## config.mk

```make
export PLATFORM = sky130hd
export DESIGN_NAME = dssr_top
export DESIGN_NICKNAME = d
export VERILOG_FILES = /design/src/dssr_pkg.sv /design/src/dssr_top.sv
export VERILOG_INCLUDE_DIRS = /design/src /design/src/src
export SDC_FILE = /design/constraint.sdc
export NUM_CORES = 1
export LEC_CHECK = 0
export BUFFER_PORTS_ARGS = -buffer_cell sky130_fd_sc_hd__buf_2
export CORE_MARGIN = 2
export CORE_UTILIZATION = 56
export DETAILED_ROUTE_END_ITERATION = 16
export PLACE_DENSITY = 0.78
export SLEW_MARGIN = 40
export SYNTH_ARGS = -nofsm -noshare
export SYNTH_HDL_FRONTEND = slang
export SYNTH_SLANG_ARGS = --single-unit
```

## constraint.sdc

```tcl
create_clock -name CLOCK -period 2.37 [get_ports CLOCK]
set_input_delay 0.474 -clock CLOCK [delete_from_list [all_inputs] [get_ports CLOCK]]
set_output_delay 0.474 -clock CLOCK [all_outputs]
set_load 0.01 [all_outputs]
```

## src/dssr_params.svh

```systemverilog
`ifndef DSSR_PARAMS_SVH
`define DSSR_PARAMS_SVH

// Register byte offsets
`define DSSR_OFS_CMD_A      12'h000
`define DSSR_OFS_SECTOR     12'h004
`define DSSR_OFS_CMD_B      12'h008
`define DSSR_OFS_SILO       12'h00C
`define DSSR_OFS_STATUS     12'h010

// Reset values
`define DSSR_CMD_A_RST      12'h000
`define DSSR_SECTOR_RST     6'h00
`define DSSR_CMD_B_RST      12'h000

// Status register fields
`define DSSR_STAT_DONE_BIT  0
`define DSSR_STAT_BUSY_BIT  1
`define DSSR_STAT_CNT_LSB   4

// Drive status word, first byte fields
`define DSSR_W1_TYPE        7
`define DSSR_W1_HEAD        6
`define DSSR_W1_COVER       5
`define DSSR_W1_HOUT        4
`define DSSR_W1_BRUSH       3
`define DSSR_W1_STATE       0
// Drive status word, second byte position
`define DSSR_W2_LSB         8

// Last fill index per operation
`define DSSR_STS_LAST       3'h1
`define DSSR_HDR_LAST       3'h5

`endif

```

## src/dssr_pkg.sv

```systemverilog
`default_nettype none

package dssr_pkg;
  typedef enum logic [1:0] {DSSR_IDLE, DSSR_WAIT, DSSR_FILL} dssr_state_e;
  typedef logic [11:0] dssr_word_t;
endpackage

`default_nettype wire

```

## src/dssr_top.sv

```systemverilog
`timescale 1ns/1ps
`default_nettype none
`include "dssr_params.svh"

module dssr_top
  import dssr_pkg::*;
#(
  parameter int         SILO_DEPTH       = 8,
  parameter logic [2:0] GET_STATUS_CODE  = 3'h2,
  parameter logic [2:0] READ_HEADER_CODE = 3'h4
)
(
  input  wire logic        CLOCK,
  input  wire logic        ARST_N,
  input  wire logic        PSEL,
  input  wire logic        PENABLE,
  input  wire logic        PWRITE,
  input  wire logic [11:0] PADDR,
  input  wire logic [31:0] PWDATA,
  output logic      [31:0] PRDATA,
  output logic             PREADY,
  output logic             PSLVERR,
  output logic      [2:0]  DRV_FUNC,
  output logic             DRV_CMD_STB,
  output logic      [11:0] DRV_CMD_A,
  output logic      [5:0]  DRV_SECTOR,
  input  wire logic        DRV_RESP,
  input  wire logic [15:0] DRV_STATUS,
  input  wire logic [15:0] DRV_HDR,
  input  wire logic [15:0] DRV_CRC,
  output logic             FUNC_DONE
);

  localparam int          PW      = (SILO_DEPTH > 1) ? $clog2(SILO_DEPTH) : 1;
  localparam logic [PW:0] DEPTH_C = (PW+1)'(SILO_DEPTH);

  function automatic logic [PW-1:0] ptr_inc(input logic [PW-1:0] p);
    ptr_inc = (p == PW'(SILO_DEPTH - 1)) ? '0 : p + 1'b1;
  endfunction

  function automatic dssr_word_t fill_word(input logic hdr, input logic [2:0] idx,
                                           input logic [15:0] s, input logic [15:0] h,
                                           input logic [15:0] c);
    logic [7:0] b;
    b = 8'h00;
    if (hdr)
    begin
      case (idx)
        3'h0:    b = h[7:0];
        3'h1:    b = h[15:8];
        3'h4:    b = c[7:0];
        3'h5:    b = c[15:8];
        default: b = 8'h00;
      endcase
    end
    else if (idx == 3'h0)
    begin
      // Undefined upper bits read as zero
      b = {s[`DSSR_W1_TYPE],
           s[`DSSR_W1_HEAD],
           s[`DSSR_W1_COVER],
           s[`DSSR_W1_HOUT],
           s[`DSSR_W1_BRUSH],
           s[`DSSR_W1_STATE +: 3]};
    end
    else
    begin
      b = s[`DSSR_W2_LSB +: 8];
    end
    fill_word = {4'h0, b};
  endfunction

  logic [2:0]    resp_sync_ff;
  logic          resp_lvl_ff;
  logic          resp_rise;
  logic          setup;
  logic          access;
  logic          hit_a;
  logic          hit_s;
  logic          hit_b;
  logic          hit_silo;
  logic          hit_stat;
  logic          wr_go;
  logic          start;
  logic          pop;
  logic          push;
  logic          push_eff;
  logic [2:0]    func_in;
  logic [31:0]   rd_mux;
  dssr_word_t    push_word;
  dssr_word_t    head_word;
  logic [31:0]   prdata_ff;
  logic          pready_ff;
  logic          pslverr_ff;
  logic          pop_ok_ff;
  logic [11:0]   cmd_a_ff;
  logic [5:0]    sector_ff;
  logic [11:0]   cmd_b_ff;
  logic [2:0]    drv_func_ff;
  logic          drv_stb_ff;
  dssr_state_e   state_ff;
  logic [2:0]    fill_idx_ff;
  logic          hdr_op_ff;
  logic [15:0]   sts_q_ff;
  logic [15:0]   hdr_q_ff;
  logic [15:0]   crc_q_ff;
  logic          done_ff;
  dssr_word_t    silo_mem_ff [SILO_DEPTH];
  logic [PW-1:0] silo_wr_ff;
  logic [PW-1:0] silo_rd_ff;
  logic [PW:0]   silo_cnt_ff;

  // Response line synchroniser, change taken when stages two and three agree
  always_ff @(posedge CLOCK or negedge ARST_N)
  begin
    if (!ARST_N)
    begin
      resp_sync_ff <= 3'h0;
      resp_lvl_ff  <= 1'b0;
    end
    else
    begin
      resp_sync_ff <= {resp_sync_ff[1:0], DRV_RESP};
      if (resp_sync_ff[1] == resp_sync_ff[2])
        resp_lvl_ff <= resp_sync_ff[2];
    end
  end

  assign resp_rise = (resp_sync_ff[1] == resp_sync_ff[2]) & resp_sync_ff[2] & ~resp_lvl_ff;

  // Bus decode
  assign setup    = PSEL & ~PENABLE;
  assign access   = PSEL & PENABLE & pready_ff;
  assign hit_a    = (PADDR == `DSSR_OFS_CMD_A);
  assign hit_s    = (PADDR == `DSSR_OFS_SECTOR);
  assign hit_b    = (PADDR == `DSSR_OFS_CMD_B);
  assign hit_silo = (PADDR == `DSSR_OFS_SILO);
  assign hit_stat = (PADDR == `DSSR_OFS_STATUS);
  assign wr_go    = access & PWRITE & ~pslverr_ff;
  assign start    = wr_go & hit_b;
  assign pop      = access & ~PWRITE & pop_ok_ff;
  assign func_in  = PWDATA[2:0];
  assign head_word = silo_mem_ff[silo_rd_ff];

  always_comb
  begin
    rd_mux = 32'h0000_0000;
    if (hit_a)
      rd_mux = {20'h0_0000, cmd_a_ff};
    else if (hit_s)
      rd_mux = {26'h000_0000, sector_ff};
    else if (hit_b)
      rd_mux = {20'h0_0000, cmd_b_ff};
    else if (hit_silo && (silo_cnt_ff != '0))
      rd_mux = {20'h0_0000, head_word};
    else if (hit_stat)
    begin
      rd_mux[`DSSR_STAT_DONE_BIT]         = done_ff;
      rd_mux[`DSSR_STAT_BUSY_BIT]         = (state_ff != DSSR_IDLE);
      rd_mux[`DSSR_STAT_CNT_LSB +: PW+1] = silo_cnt_ff;
    end
  end

  // Bus answer, one access cycle, registered
  always_ff @(posedge CLOCK or negedge ARST_N)
  begin
    if (!ARST_N)
    begin
      prdata_ff  <= 32'h0000_0000;
      pready_ff  <= 1'b0;
      pslverr_ff <= 1'b0;
      pop_ok_ff  <= 1'b0;
    end
    else if (setup)
    begin
      pready_ff <= 1'b1;
      prdata_ff <= 32'h0000_0000;
      pop_ok_ff <= 1'b0;
      if (PWRITE)
        pslverr_ff <= ~((hit_a | hit_s | hit_b) & done_ff);
      else
      begin
        pslverr_ff <= ~(hit_a | hit_s | hit_b | hit_silo | hit_stat);
        prdata_ff  <= rd_mux;
        pop_ok_ff  <= hit_silo & (silo_cnt_ff != '0);
      end
    end
    else
    begin
      pready_ff <= 1'b0;
      pop_ok_ff <= 1'b0;
    end
  end

  // Software registers
  always_ff @(posedge CLOCK or negedge ARST_N)
  begin
    if (!ARST_N)
    begin
      cmd_a_ff  <= `DSSR_CMD_A_RST;
      sector_ff <= `DSSR_SECTOR_RST;
      cmd_b_ff  <= `DSSR_CMD_B_RST;
    end
    else
    begin
      if (wr_go && hit_a)
        cmd_a_ff <= PWDATA[11:0];
      if (wr_go && hit_s)
        sector_ff <= PWDATA[5:0];
      if (start)
        cmd_b_ff <= PWDATA[11:0];
    end
  end

  // Command issue to the drive
  always_ff @(posedge CLOCK or negedge ARST_N)
  begin
    if (!ARST_N)
    begin
      drv_stb_ff  <= 1'b0;
      drv_func_ff <= 3'h0;
    end
    else
    begin
      drv_stb_ff <= start;
      if (start)
        drv_func_ff <= func_in;
    end
  end

  // Operation sequencing
  always_ff @(posedge CLOCK or negedge ARST_N)
  begin
    if (!ARST_N)
    begin
      state_ff    <= DSSR_IDLE;
      fill_idx_ff <= 3'h0;
      hdr_op_ff   <= 1'b0;
      sts_q_ff    <= 16'h0000;
      hdr_q_ff    <= 16'h0000;
      crc_q_ff    <= 16'h0000;
      done_ff     <= 1'b1;
    end
    else
    begin
      case (state_ff)
        DSSR_IDLE:
        begin
          if (start && (func_in == GET_STATUS_CODE || func_in == READ_HEADER_CODE))
          begin
            state_ff  <= DSSR_WAIT;
            hdr_op_ff <= (func_in == READ_HEADER_CODE);
            done_ff   <= 1'b0;
          end
        end
        DSSR_WAIT:
        begin
          if (resp_rise)
          begin
            sts_q_ff    <= DRV_STATUS;
            hdr_q_ff    <= DRV_HDR;
            crc_q_ff    <= DRV_CRC;
            fill_idx_ff <= 3'h0;
            state_ff    <= DSSR_FILL;
          end
        end
        DSSR_FILL:
        begin
          fill_idx_ff <= fill_idx_ff + 3'h1;
          if (fill_idx_ff == (hdr_op_ff ? `DSSR_HDR_LAST : `DSSR_STS_LAST))
          begin
            state_ff <= DSSR_IDLE;
            done_ff  <= 1'b1;
          end
        end
        default:
        begin
          state_ff <= DSSR_IDLE;
        end
      endcase
    end
  end

  assign push      = (state_ff == DSSR_FILL);
  assign push_word = fill_word(hdr_op_ff, fill_idx_ff, sts_q_ff, hdr_q_ff, crc_q_ff);
  assign push_eff  = push & (silo_cnt_ff != DEPTH_C);

  // Silo storage, cleared by each started operation
  always_ff @(posedge CLOCK or negedge ARST_N)
  begin
    if (!ARST_N)
    begin
      for (int i = 0; i < SILO_DEPTH; i++)
        silo_mem_ff[i] <= 12'h000;
      silo_wr_ff  <= '0;
      silo_rd_ff  <= '0;
      silo_cnt_ff <= '0;
    end
    else if (start)
    begin
      silo_wr_ff  <= '0;
      silo_rd_ff  <= '0;
      silo_cnt_ff <= '0;
    end
    else
    begin
      if (push_eff)
      begin
        silo_mem_ff[silo_wr_ff] <= push_word;
        silo_wr_ff              <= ptr_inc(silo_wr_ff);
      end
      if (pop)
        silo_rd_ff <= ptr_inc(silo_rd_ff);
      case ({push_eff, pop})
        2'b10:   silo_cnt_ff <= silo_cnt_ff + 1'b1;
        2'b01:   silo_cnt_ff <= silo_cnt_ff - 1'b1;
        default: silo_cnt_ff <= silo_cnt_ff;
      endcase
    end
  end

  assign PRDATA      = prdata_ff;
  assign PREADY      = pready_ff;
  assign PSLVERR     = pslverr_ff;
  assign DRV_FUNC    = drv_func_ff;
  assign DRV_CMD_STB = drv_stb_ff;
  assign DRV_CMD_A   = cmd_a_ff;
  assign DRV_SECTOR  = sector_ff;
  assign FUNC_DONE   = done_ff;
endmodule

`default_nettype wire
```

==> flow_summary_export.csv, run 1 <==
group,metric,value,unit
clock_tree,path_clk_slew,70,ps
logic_synthesis,avgSynthCellArea,12.83,sq um
worst_setup_path,crit_start,"silo_cnt_ff[3]",
drt,finalWirelength,19.33,mm
pwr,irDropWorstVdd,0.5779,mV
cells_and_area,nNetsFinal,910,
placed_design,finalWeightedCongestion,0.8194,
cells_and_area,n_antenna_cell,0,
timing,period_share,93.75,%
timing,rsz0062_at_grt,"false",
logic_synthesis,seq_area_frac_synth,52.92,%
pwr,share_comb_of_total_power,22.2,%
logic_synthesis,ys.flop_type,"dfrtp_1",
clock_tree,cts.sinks,179,
clock_tree,cts_buffer_depth,2,
die,pin_count,155,
die,start_util,57.82,%
timing,setup_tns,0,ps
drt,dr.pass1.iters,5,
clock_tree,post_cts_buffers,0,
grt,grt_pass1_wl,31.33,mm
drt,post_drt_wl_per_cell,19.33,um
worst_setup_path,rrSetupSlack,150,ps
timing,finClkSkew,7.448,ps
worst_setup_path,critPathMaxStageDelay,650,ps
drt,vias,5944,
pwr,internal-power,0.006564,W
worst_setup_path,cp.required,2690,ps
timing,timing.fmax,450.1,MHz
die,core,14640,sq um
worst_setup_path,path_delay_family,"simple AND/OR/NAND/NOR gates",
worst_setup_path,crit_type,"reg -> reg",
worst_setup_path,endpoint,"silo_mem_ff[90]",
cells_and_area,drive_gt1_share,44.61,%
clock_tree,numCtsBuffers,17,
timing,tightest_slew,770.7,ps
worst_setup_path,cp-start-kind,"flip-flop",
clock_tree,clkLatencyLatePin,430,ps
worst_setup_path,crit_cells,5,
worst_setup_path,critPathSlowestCell,"nor4b_4",
grt,grt_overflow_total,0,
worst_setup_path,cp_cell_sequence,"nor4b_2 > nand2b_1 > buf_4 > nor4b_4 > mux2_2",
worst_setup_path,r2r-start,"silo_cnt_ff[3]",
pwr,pwr-share-seq,45.6,%
grt,grt_use_total,24.88,%
clock_tree,htree_levels,4,
job,maxCapViolations,0,
pwr,clockPowerShare,32.2,%
outcome,outcome,"complete, no violations",
grt,antenna_found_initial,0,
clock_tree,hold_buffers,0,
die,fp.dieArea,16120,sq um
placed_design,dp.cells,968,
timing,hold_viol_final,0,
worst_setup_path,cp_max_fo,8,
drt,drtIter0Drc,541,
pwr,power,0.009323,W
timing,period_minus_slack,2222,ps
pwr,power_density,917.5,nW/um^2
min_path,hp-class,"in -> async",
clock_tree,cts_root_buf,"clkbuf_16",
cells_and_area,final_cells,1000,
clock_tree,ctsResizeCount,0,
clock_tree,cts_tree,"done",
timing,setup_viol,0,
die,fp.dieW,127.0,um
cells_and_area,layout_commonest_cell,"dfrtp_1",
drt,drc,0,
die,dieHeight,127.0,um
pwr,p_sw_share,29.59,%
logic_synthesis,ys_ff_latch,179,
cells_and_area,final_cell_mix,"dfrtp_1, mux2_2, buf_2",
placed_design,portBuffers,114,
worst_setup_path,reg2reg_depth,5,
die,fp-row-count,44,
pwr,leakage,5.019,nW
logic_synthesis,synth.distinct_cells,62,
logic_synthesis,async_reset_ff_share,100.0,%
worst_setup_path,critPathCaptureType,"flip-flop",
logic_synthesis,synth_edf_count,0,
drt,antenna_left,0,
drt,drt-vias-per-instance,5.944,
worst_setup_path,path_buf_inv,1,
cells_and_area,syn_to_final_growth,20.01,%
logic_synthesis,synth_area,8467,sq um
logic_synthesis,syn_inst,660,
worst_setup_path,r2r-end,"silo_mem_ff[90]",
timing,finalMaxSlewViolations,0,
grt,grt_start_max_net_pins,65,
logic_synthesis,ys_warn_count,0,
grt,grt_pass1_vias,6223,
pwr,netSwitchingPower,0.002759,W
placed_design,place_hpwl,13.33,mm
worst_setup_path,arrival,2540,ps
timing,relSlewSlack,48.23,%
-- area by class of cell --
type                       count  area (sq um)
fill                        1001          4483
timing repair buffer         163          1045
clock buffer                  17         425.4
multi-input combinational    431          3724
sequential                   179          4481
clock inverter                15         215.2
inverter                      11         41.29
tap                          184         230.2
-- worst min-delay path by stage --
stage,cells after the start,end,start,slack (ps)
final,1,DRV_SECTOR[2],ARST_N,0.08
after global routing,1,DRV_SECTOR[2],ARST_N,50
after detailed placement,0,resp_sync_ff[1],resp_sync_ff[0],340
after floorplan,0,DRV_CMD_A[0],ARST_N,180
after CTS,1,DRV_SECTOR[2],ARST_N,20
after global placement,0,resp_sync_ff[1],resp_sync_ff[0],330
-- logic make-up (layout without fill, tap and decap cells) --
family / after synthesis / after routing / synth area share [%]
and+or+nand+nor: 124 / 124 / 8.039
other: 1 / 20 / 0.04429
adders and majority gates: 9 / 9 / 1.330
buffers and inverters: 69 / 206 / 4.404
muxes: 170 / 170 / 24.40
DFF: 179 / 179 / 52.92
xor gates and xnor gates: 5 / 5 / 0.5173
AOI/OAI and AO/OA: 103 / 103 / 8.349
-- per-layer routing --
metal	part of all wire, %	up-vias	global-route usage (%)
li1	-	2669	-
met5	0	-	0
met4	2.3	0	10.34
met2	50	227	41.43
met3	5.4	36	4.935
met1	42	3012	32.14
-- flip-flops by register name, indices dropped and copies added (netlist names), 2 cells and up --
signal / count
state_ff: 2
silo_rd_ff: 3
cmd_b_ff: 12
silo_mem_ff: 64
sts_q_ff: 16
fill_idx_ff: 3
resp_sync_ff: 3
DRV_SECTOR: 6
DRV_CMD_A: 12
silo_wr_ff: 3
hdr_q_ff: 16
silo_cnt_ff: 4
PRDATA: 12
crc_q_ff: 16
-- synth_stat cells, types with 3 or more instances --
library cell	count	share of area, %
a2bb2oi_1	5	0.52
nand4_1	3	0.22
o32ai_1	8	0.83
mux2_2	131	17
nor2_1	18	0.80
clkbuf_1	13	0.58
nand2b_1	4	0.30
nor3_1	3	0.18
o31ai_1	4	0.35
buf_4	24	2.1
ha_1	9	1.3
dfrtp_1	178	53
a21o_1	4	0.35
nor2b_1	5	0.37
inv_1	10	0.44
mux2i_1	23	2.7
a21oi_1	32	1.9
or2_2	3	0.22
a22oi_1	4	0.35
buf_2	13	0.77
o21ai_0	9	0.53
nand3_1	7	0.41
a22o_1	4	0.41
a221oi_1	16	1.7
xnor2_1	3	0.31
o22ai_1	8	0.59
mux4_2	16	4.3
buf_1	7	0.31
or3_1	5	0.37
nand2_1	55	2.4
-- power by group through the flow --
stage | logic, W | registers, W | clock network (W)
CTS | 0.00205 | 0.00423 | 0.00306
global placement | 0.00191 | 0.00419 | 0
floorplan | 0.00140 | 0.00411 | 0
global route | 0.00224 | 0.00432 | 0.00320
detailed placement | 0.00201 | 0.00427 | 0
finish | 0.00207 | 0.00425 | 0.00300
-- per-stage QoR --
step / setup WS [ps] / cell area [sq um] / util, % / hold WS (ps)
after detailed placement: -254.3 / 9497 / 64.85 / 336.3
after global routing: 63.04 / 10160 / 69.39 / 47.12
after CTS: 11.27 / 10140 / 69.22 / 15.02
after global placement: -210.8 / 9489 / 64.80 / 332.0
final: 148.1 / 10160 / 69.39 / 0.07688
after floorplan: -119.2 / 8538 / - / 178.4
(Power assumes the default switching activity.)
==> inputs of run 2 (changes only) <==
--- a/config.mk
+++ b/config.mk
@@ -11,6 +11,7 @@
 export CORE_UTILIZATION = 56
 export DETAILED_ROUTE_END_ITERATION = 16
 export PLACE_DENSITY = 0.78
+export SETUP_SLACK_MARGIN = 0.15
 export SLEW_MARGIN = 40
 export SYNTH_ARGS = -nofsm -noshare
 export SYNTH_HDL_FRONTEND = slang
==> flow_summary_export.csv, run 2 (synthesis gave the netlist of run 1 again) <==
group,metric,value,unit
timing,timing.fmax,456.2,MHz
timing,rsz0062_at_grt,"true",
job,maxCapViolations,0,
cells_and_area,syn_to_final_growth,20.10,%
timing,hold_viol_final,0,
clock_tree,cts_tree,"done",
timing,fin_hold_ws,28.74,ps
drt,met1_length,8.232,mm
timing,finClkSkew,7.205,ps
drt,antenna_left,0,
timing,period_share,92.49,%
timing,finalMaxSlewViolations,0,
drt,dr_wl_met3,1.034,mm
pwr,leakage,5.003,nW
clock_tree,htree_levels,4,
placed_design,finalWeightedCongestion,0.8473,
clock_tree,cts_root_buf,"clkbuf_16",
grt,grt_start_max_net_pins,66,
worst_setup_path,cp.required,2690,ps
die,core,14640,sq um
cells_and_area,n_antenna_cell,0,
pwr,irDropWorstVdd,0.6282,mV
clock_tree,hold_buffers,0,
clock_tree,path_clk_slew,60,ps
timing,tightest_slew,617.5,ps
pwr,netSwitchingPower,0.002629,W
cells_and_area,drive_gt1_share,44.81,%
drt,vias,6030,
min_path,hp-class,"in -> async",
pwr,power_density,895.9,nW/um^2
placed_design,portBuffers,114,
timing,relSlewSlack,58.84,%
drt,highest_layer,"met4",
drt,drtIter0Drc,498,
worst_setup_path,critPathCaptureType,"flip-flop",
grt,grt_use_total,25.53,%
die,dieHeight,127.0,um
die,start_util,57.82,%
pwr,clockPowerShare,30.6,%
clock_tree,clkLatencyLatePin,430,ps
cells_and_area,post-route-util,69.44,%
clock_tree,cts.sinks,179,
drt,drc,0,
worst_setup_path,cp-start-kind,"input port",
pwr,internal-power,0.006480,W
pwr,pwr-share-seq,46.6,%
drt,post_drt_wl_per_cell,19.58,um
clock_tree,cts_buffer_depth,2,
cells_and_area,top_register,"silo_mem_ff",
timing,setup_viol,0,
cells_and_area,nNetsFinal,913,
drt,routed-wl-met2,9.828,mm
grt,antenna_found_initial,0,
grt,grt_pass1_wl,32.02,mm
die,fp.dieW,127.0,um
worst_setup_path,arrival,2510,ps
cells_and_area,nFillCells,995,
outcome,outcome,"complete, no violations",
pwr,share_comb_of_total_power,22.8,%
drt,dr.pass1.iters,5,
die,fp-row-count,44,
pwr,p_sw_share,28.86,%
cells_and_area,largest_register_ffs,64,
die,pin_count,155,
grt,grt_overflow_total,0,
timing,setup_tns,0,ps
clock_tree,numCtsBuffers,17,
drt,finalWirelength,19.64,mm
placed_design,place_hpwl,13.71,mm
cells_and_area,layout_commonest_cell,"dfrtp_1",
drt,drt-vias-per-instance,6.012,
die,fp.dieArea,16120,sq um
timing,period_minus_slack,2192,ps
worst_setup_path,cp_max_fo,12,
grt,grt_pass1_vias,6289,
cells_and_area,final_cell_mix,"dfrtp_1, mux2_2, buf_2",
worst_setup_path,crit_type,"in -> reg",
run 2: changes by cell type in the layout (fill, tap and decap cells not counted), moves of 2 or more:
| cell | change |
|---|---|
| o32ai_2 | -2 |
| clkbuf_8 | +2 |
| clkinv_2 | +2 |
| clkinv_4 | -2 |
| inv_8 | -5 |
| clkbuf_1 | +2 |
| buf_12 | +2 |
| clkinvlp_4 | +3 |
| o32ai_1 | +2 |
run 2: routing by layer:
metal  track usage [%]  vias to the layer above
met5                 0                        -
met4             9.955                        0
met3             4.977                       48
met2             42.82                      229
met1             33.06                     3069
li1                  -                     2684
run 2: per-stage QoR:
| stage | setup slack (ps) | cells | total power (W) | area [sq um] |
|---|---|---|---|---|
| final | 178.0 | 1003 | 0.009110 | 10170 |
| after global routing | 111.1 | 1003 | 0.009558 | 10170 |
| after global placement | -203.3 | 969 | 0.006121 | 9503 |
| after detailed placement | -255.9 | 969 | 0.006310 | 9503 |
| after CTS | 168.3 | 1003 | 0.009122 | 10140 |
| after floorplan | -119.1 | 679 | 0.005517 | 8547 |
run 2: path summary, 6_finish.rpt:
| check | to | from | cells after the start | slack, ps |
|---|---|---|---|---|
| min in group CLOCK | resp_sync_ff[0] | DRV_RESP | 1 | 150 |
| worst max register to register | silo_cnt_ff[2] | silo_cnt_ff[2] | 7 | 230 |
| worst max-delay path | DRV_CMD_A[2] | PADDR[9] | 6 | 180 |
| worst min register to register | resp_sync_ff[1] | resp_sync_ff[0] | 0 | 350 |
| max in group asynchronous | silo_mem_ff[91] | ARST_N | 2 | 1620 |
| worst min-delay path | DRV_CMD_A[2] | ARST_N | 1 | 30 |
run 2: cell type report:
cell class,instances,area [sq um],area share [%]
inverter,11,41.29,0.4061
multi-input combinational,431,3736,36.74
sequential,179,4481,44.06
clock inverter,11,127.6,1.255
tap,184,230.2,2.264
timing repair buffer,166,1092,10.74
clock buffer,21,460.4,4.528
run 2: power groups by stage:
stage | Clock [W] | Sequential (W) | Combinational [W]
2_1_floorplan | 0 | 0.00411 | 0.00141
3_3_place_gp | 0 | 0.00419 | 0.00194
3_5_place_dp | 0 | 0.00427 | 0.00204
4_1_cts | 0.00282 | 0.00423 | 0.00207
5_1_grt | 0.00295 | 0.00432 | 0.00228
6_report | 0.00279 | 0.00424 | 0.00208
run 2: critical path, stage by stage:
cell and delay, ps:
buf_2 100, or4_4 540, or4_4 520, nor3_4 170, and3_4 330, mux2_2 360
run 2: repair_timing:
| action | in CTS | in global routing |
|---|---|---|
| setup endpoints to repair | 18 | 30 |
| pin swaps | 3 | 1 |
| resized for setup | 3 | 3 |
| setup buffers | 2 | 0 |
==> inputs of run 3 (changes only) <==
--- a/config.mk
+++ b/config.mk
@@ -10,6 +10,7 @@
 export CORE_MARGIN = 2
 export CORE_UTILIZATION = 56
 export DETAILED_ROUTE_END_ITERATION = 16
+export MAX_ROUTING_LAYER = met4
 export PLACE_DENSITY = 0.78
 export SETUP_SLACK_MARGIN = 0.15
 export SLEW_MARGIN = 40
==> flow_summary_export.csv, run 3 (synthesis gave the netlist of run 1 again) <==
group,metric,value,unit
outcome,outcome,"complete, no violations",
drt,post_drt_wl_per_cell,19.56,um
grt,grt_pass1_vias,6312,
grt,grt_use_total,26.28,%
cells_and_area,syn_to_final_growth,20.10,%
timing,tightest_slew,617.2,ps
die,dieHeight,127.0,um
drt,finalWirelength,19.62,mm
grt,grt_pass1_wl,31.95,mm
placed_design,finalWeightedCongestion,0.8607,
timing,period_minus_slack,2190,ps
timing,fin_ws,180.3,ps
drt,antenna_left,0,
die,fp-row-count,44,
pwr,p_sw_share,28.85,%
worst_setup_path,critPathMaxStageDelay,540,ps
clock_tree,cts.sinks,179,
cells_and_area,n_antenna_cell,0,
timing,timing.fmax,456.7,MHz
worst_setup_path,crit_type,"in -> reg",
pwr,irDropWorstVdd,0.6279,mV
cells_and_area,final_cell_mix,"dfrtp_1, mux2_2, buf_2",
worst_setup_path,cp.required,2690,ps
pwr,pwr-share-seq,46.6,%
timing,period_share,92.39,%
grt,grt_overflow_total,0,
worst_setup_path,arrival,2510,ps
clock_tree,cts_tree,"done",
drt,drc,0,
grt,grt_start_max_net_pins,66,
timing,relSlewSlack,58.81,%
clock_tree,htree_levels,4,
placed_design,portBuffers,114,
die,fp.dieArea,16120,sq um
placed_design,placed_area,9503,sq um
clock_tree,numCtsBuffers,17,
cells_and_area,layout_commonest_cell,"dfrtp_1",
worst_setup_path,critPathCaptureType,"flip-flop",
timing,rsz0062_at_grt,"true",
pwr,internal-power,0.006479,W
drt,vias,5981,
cells_and_area,largest_register_ffs,64,
drt,drtIter0Drc,476,
drt,dr.pass1.iters,4,
cells_and_area,nNetsFinal,913,
pwr,share_comb_of_total_power,22.8,%
cells_and_area,drive_gt1_share,44.81,%
worst_setup_path,cp_max_fo,12,
job,maxCapViolations,0,
pwr,clockPowerShare,30.6,%
pwr,netSwitchingPower,0.002627,W
worst_setup_path,critPathSlowestCell,"or4_4",
grt,antenna_found_initial,0,
worst_setup_path,cp_cell_sequence,"buf_2 > or4_4 > or4_4 > nor3_4 > and3_4 > mux2_2",
timing,finClkSkew,11.65,ps
timing,finalMaxSlewViolations,0,
worst_setup_path,path_delay_family,"simple AND/OR/NAND/NOR gates",
clock_tree,cts_root_buf,"clkbuf_16",
worst_setup_path,cp-start-kind,"input port",
placed_design,dp_slack,-255.9,ps
clock_tree,path_clk_slew,70,ps
timing,setup_viol,0,
timing,hold_viol_final,0,
die,start_util,57.82,%
cells_and_area,top_register,"silo_mem_ff",
clock_tree,cts_buffer_depth,2,
die,fp.dieW,127.0,um
timing,setup_tns,0,ps
pwr,leakage,5.003,nW
min_path,hp-class,"in -> async",
worst_setup_path,path_buf_inv,1,
cells_and_area,nFillCells,995,
pwr,power_density,895.6,nW/um^2
clock_tree,clkLatencyLatePin,430,ps
cells_and_area,design_area,10170,sq um
die,core,14640,sq um
placed_design,place_hpwl,13.71,mm
clock_tree,hold_buffers,0,
drt,drt-vias-per-instance,5.963,
die,pin_count,155,
worst_setup_path,crit_top_cell,"or4_4",
run 3: cell counts in the layout (fill, tap and decap cells not counted):
Identical to the previous run, type by type.
run 3: metal layers:
layer | vias to the layer above | share of wire (%) | GRT usage [%]
li1 | 2679 | - | -
met1 | 3056 | 42 | 33.06
met2 | 205 | 51 | 42.73
met4 | 0 | 2.7 | 10.15
met3 | 41 | 5.0 | 4.850
met5 | - | 0 | -
run 3: path summary, 6_finish.rpt:
path | from | end | cells past startpoint | slack (ps)
setup / recovery | PADDR[9] | DRV_CMD_A[2] | 6 | 180
hold / removal | ARST_N | DRV_CMD_A[2] | 1 | 20
setup reg to reg | silo_cnt_ff[2] | silo_cnt_ff[2] | 7 | 240
hold reg to reg | resp_sync_ff[0] | resp_sync_ff[1] | 0 | 350
max in group asynchronous | ARST_N | silo_mem_ff[91] | 2 | 1620
min in group CLOCK | DRV_RESP | resp_sync_ff[0] | 1 | 150
run 3: stage by stage:
step,power [W],std cells,utilization [%],hold slack [ps]
detailed placement,0.006310,969,64.89,335.6
floorplan,0.005517,679,-,178.4
global placement,0.006121,969,64.89,333.5
finish,0.009106,1003,69.44,23.63
global route,0.009554,1003,69.44,72.24
CTS,0.009122,1003,69.26,53.11
run 3: area by class of cell:
| cell class | count | area, sq um | area share [%] |
|---|---|---|---|
| clock buffer | 21 | 460.4 | 4.528 |
| clock inverter | 11 | 127.6 | 1.255 |
| multi-input combinational | 431 | 3736 | 36.74 |
| tap | 184 | 230.2 | 2.264 |
| sequential | 179 | 4481 | 44.06 |
| timing repair buffer | 166 | 1092 | 10.74 |
| inverter | 11 | 41.29 | 0.4061 |
run 3: timing repair:
item                                    CTS  global route
gates resized for setup                   3             3
setup buffers                             2             0
endpoints found under the setup margin   18            30
pin swaps                                 3             1
endpoints found under the hold margin     0             0
run 3: power groups by stage:
stage,registers [W],clock network (W),logic (W)
3_3_place_gp,0.00419,0,0.00194
2_1_floorplan,0.00411,0,0.00141
6_report,0.00424,0.00279,0.00208
4_1_cts,0.00423,0.00282,0.00207
5_1_grt,0.00432,0.00295,0.00228
3_5_place_dp,0.00427,0,0.00204
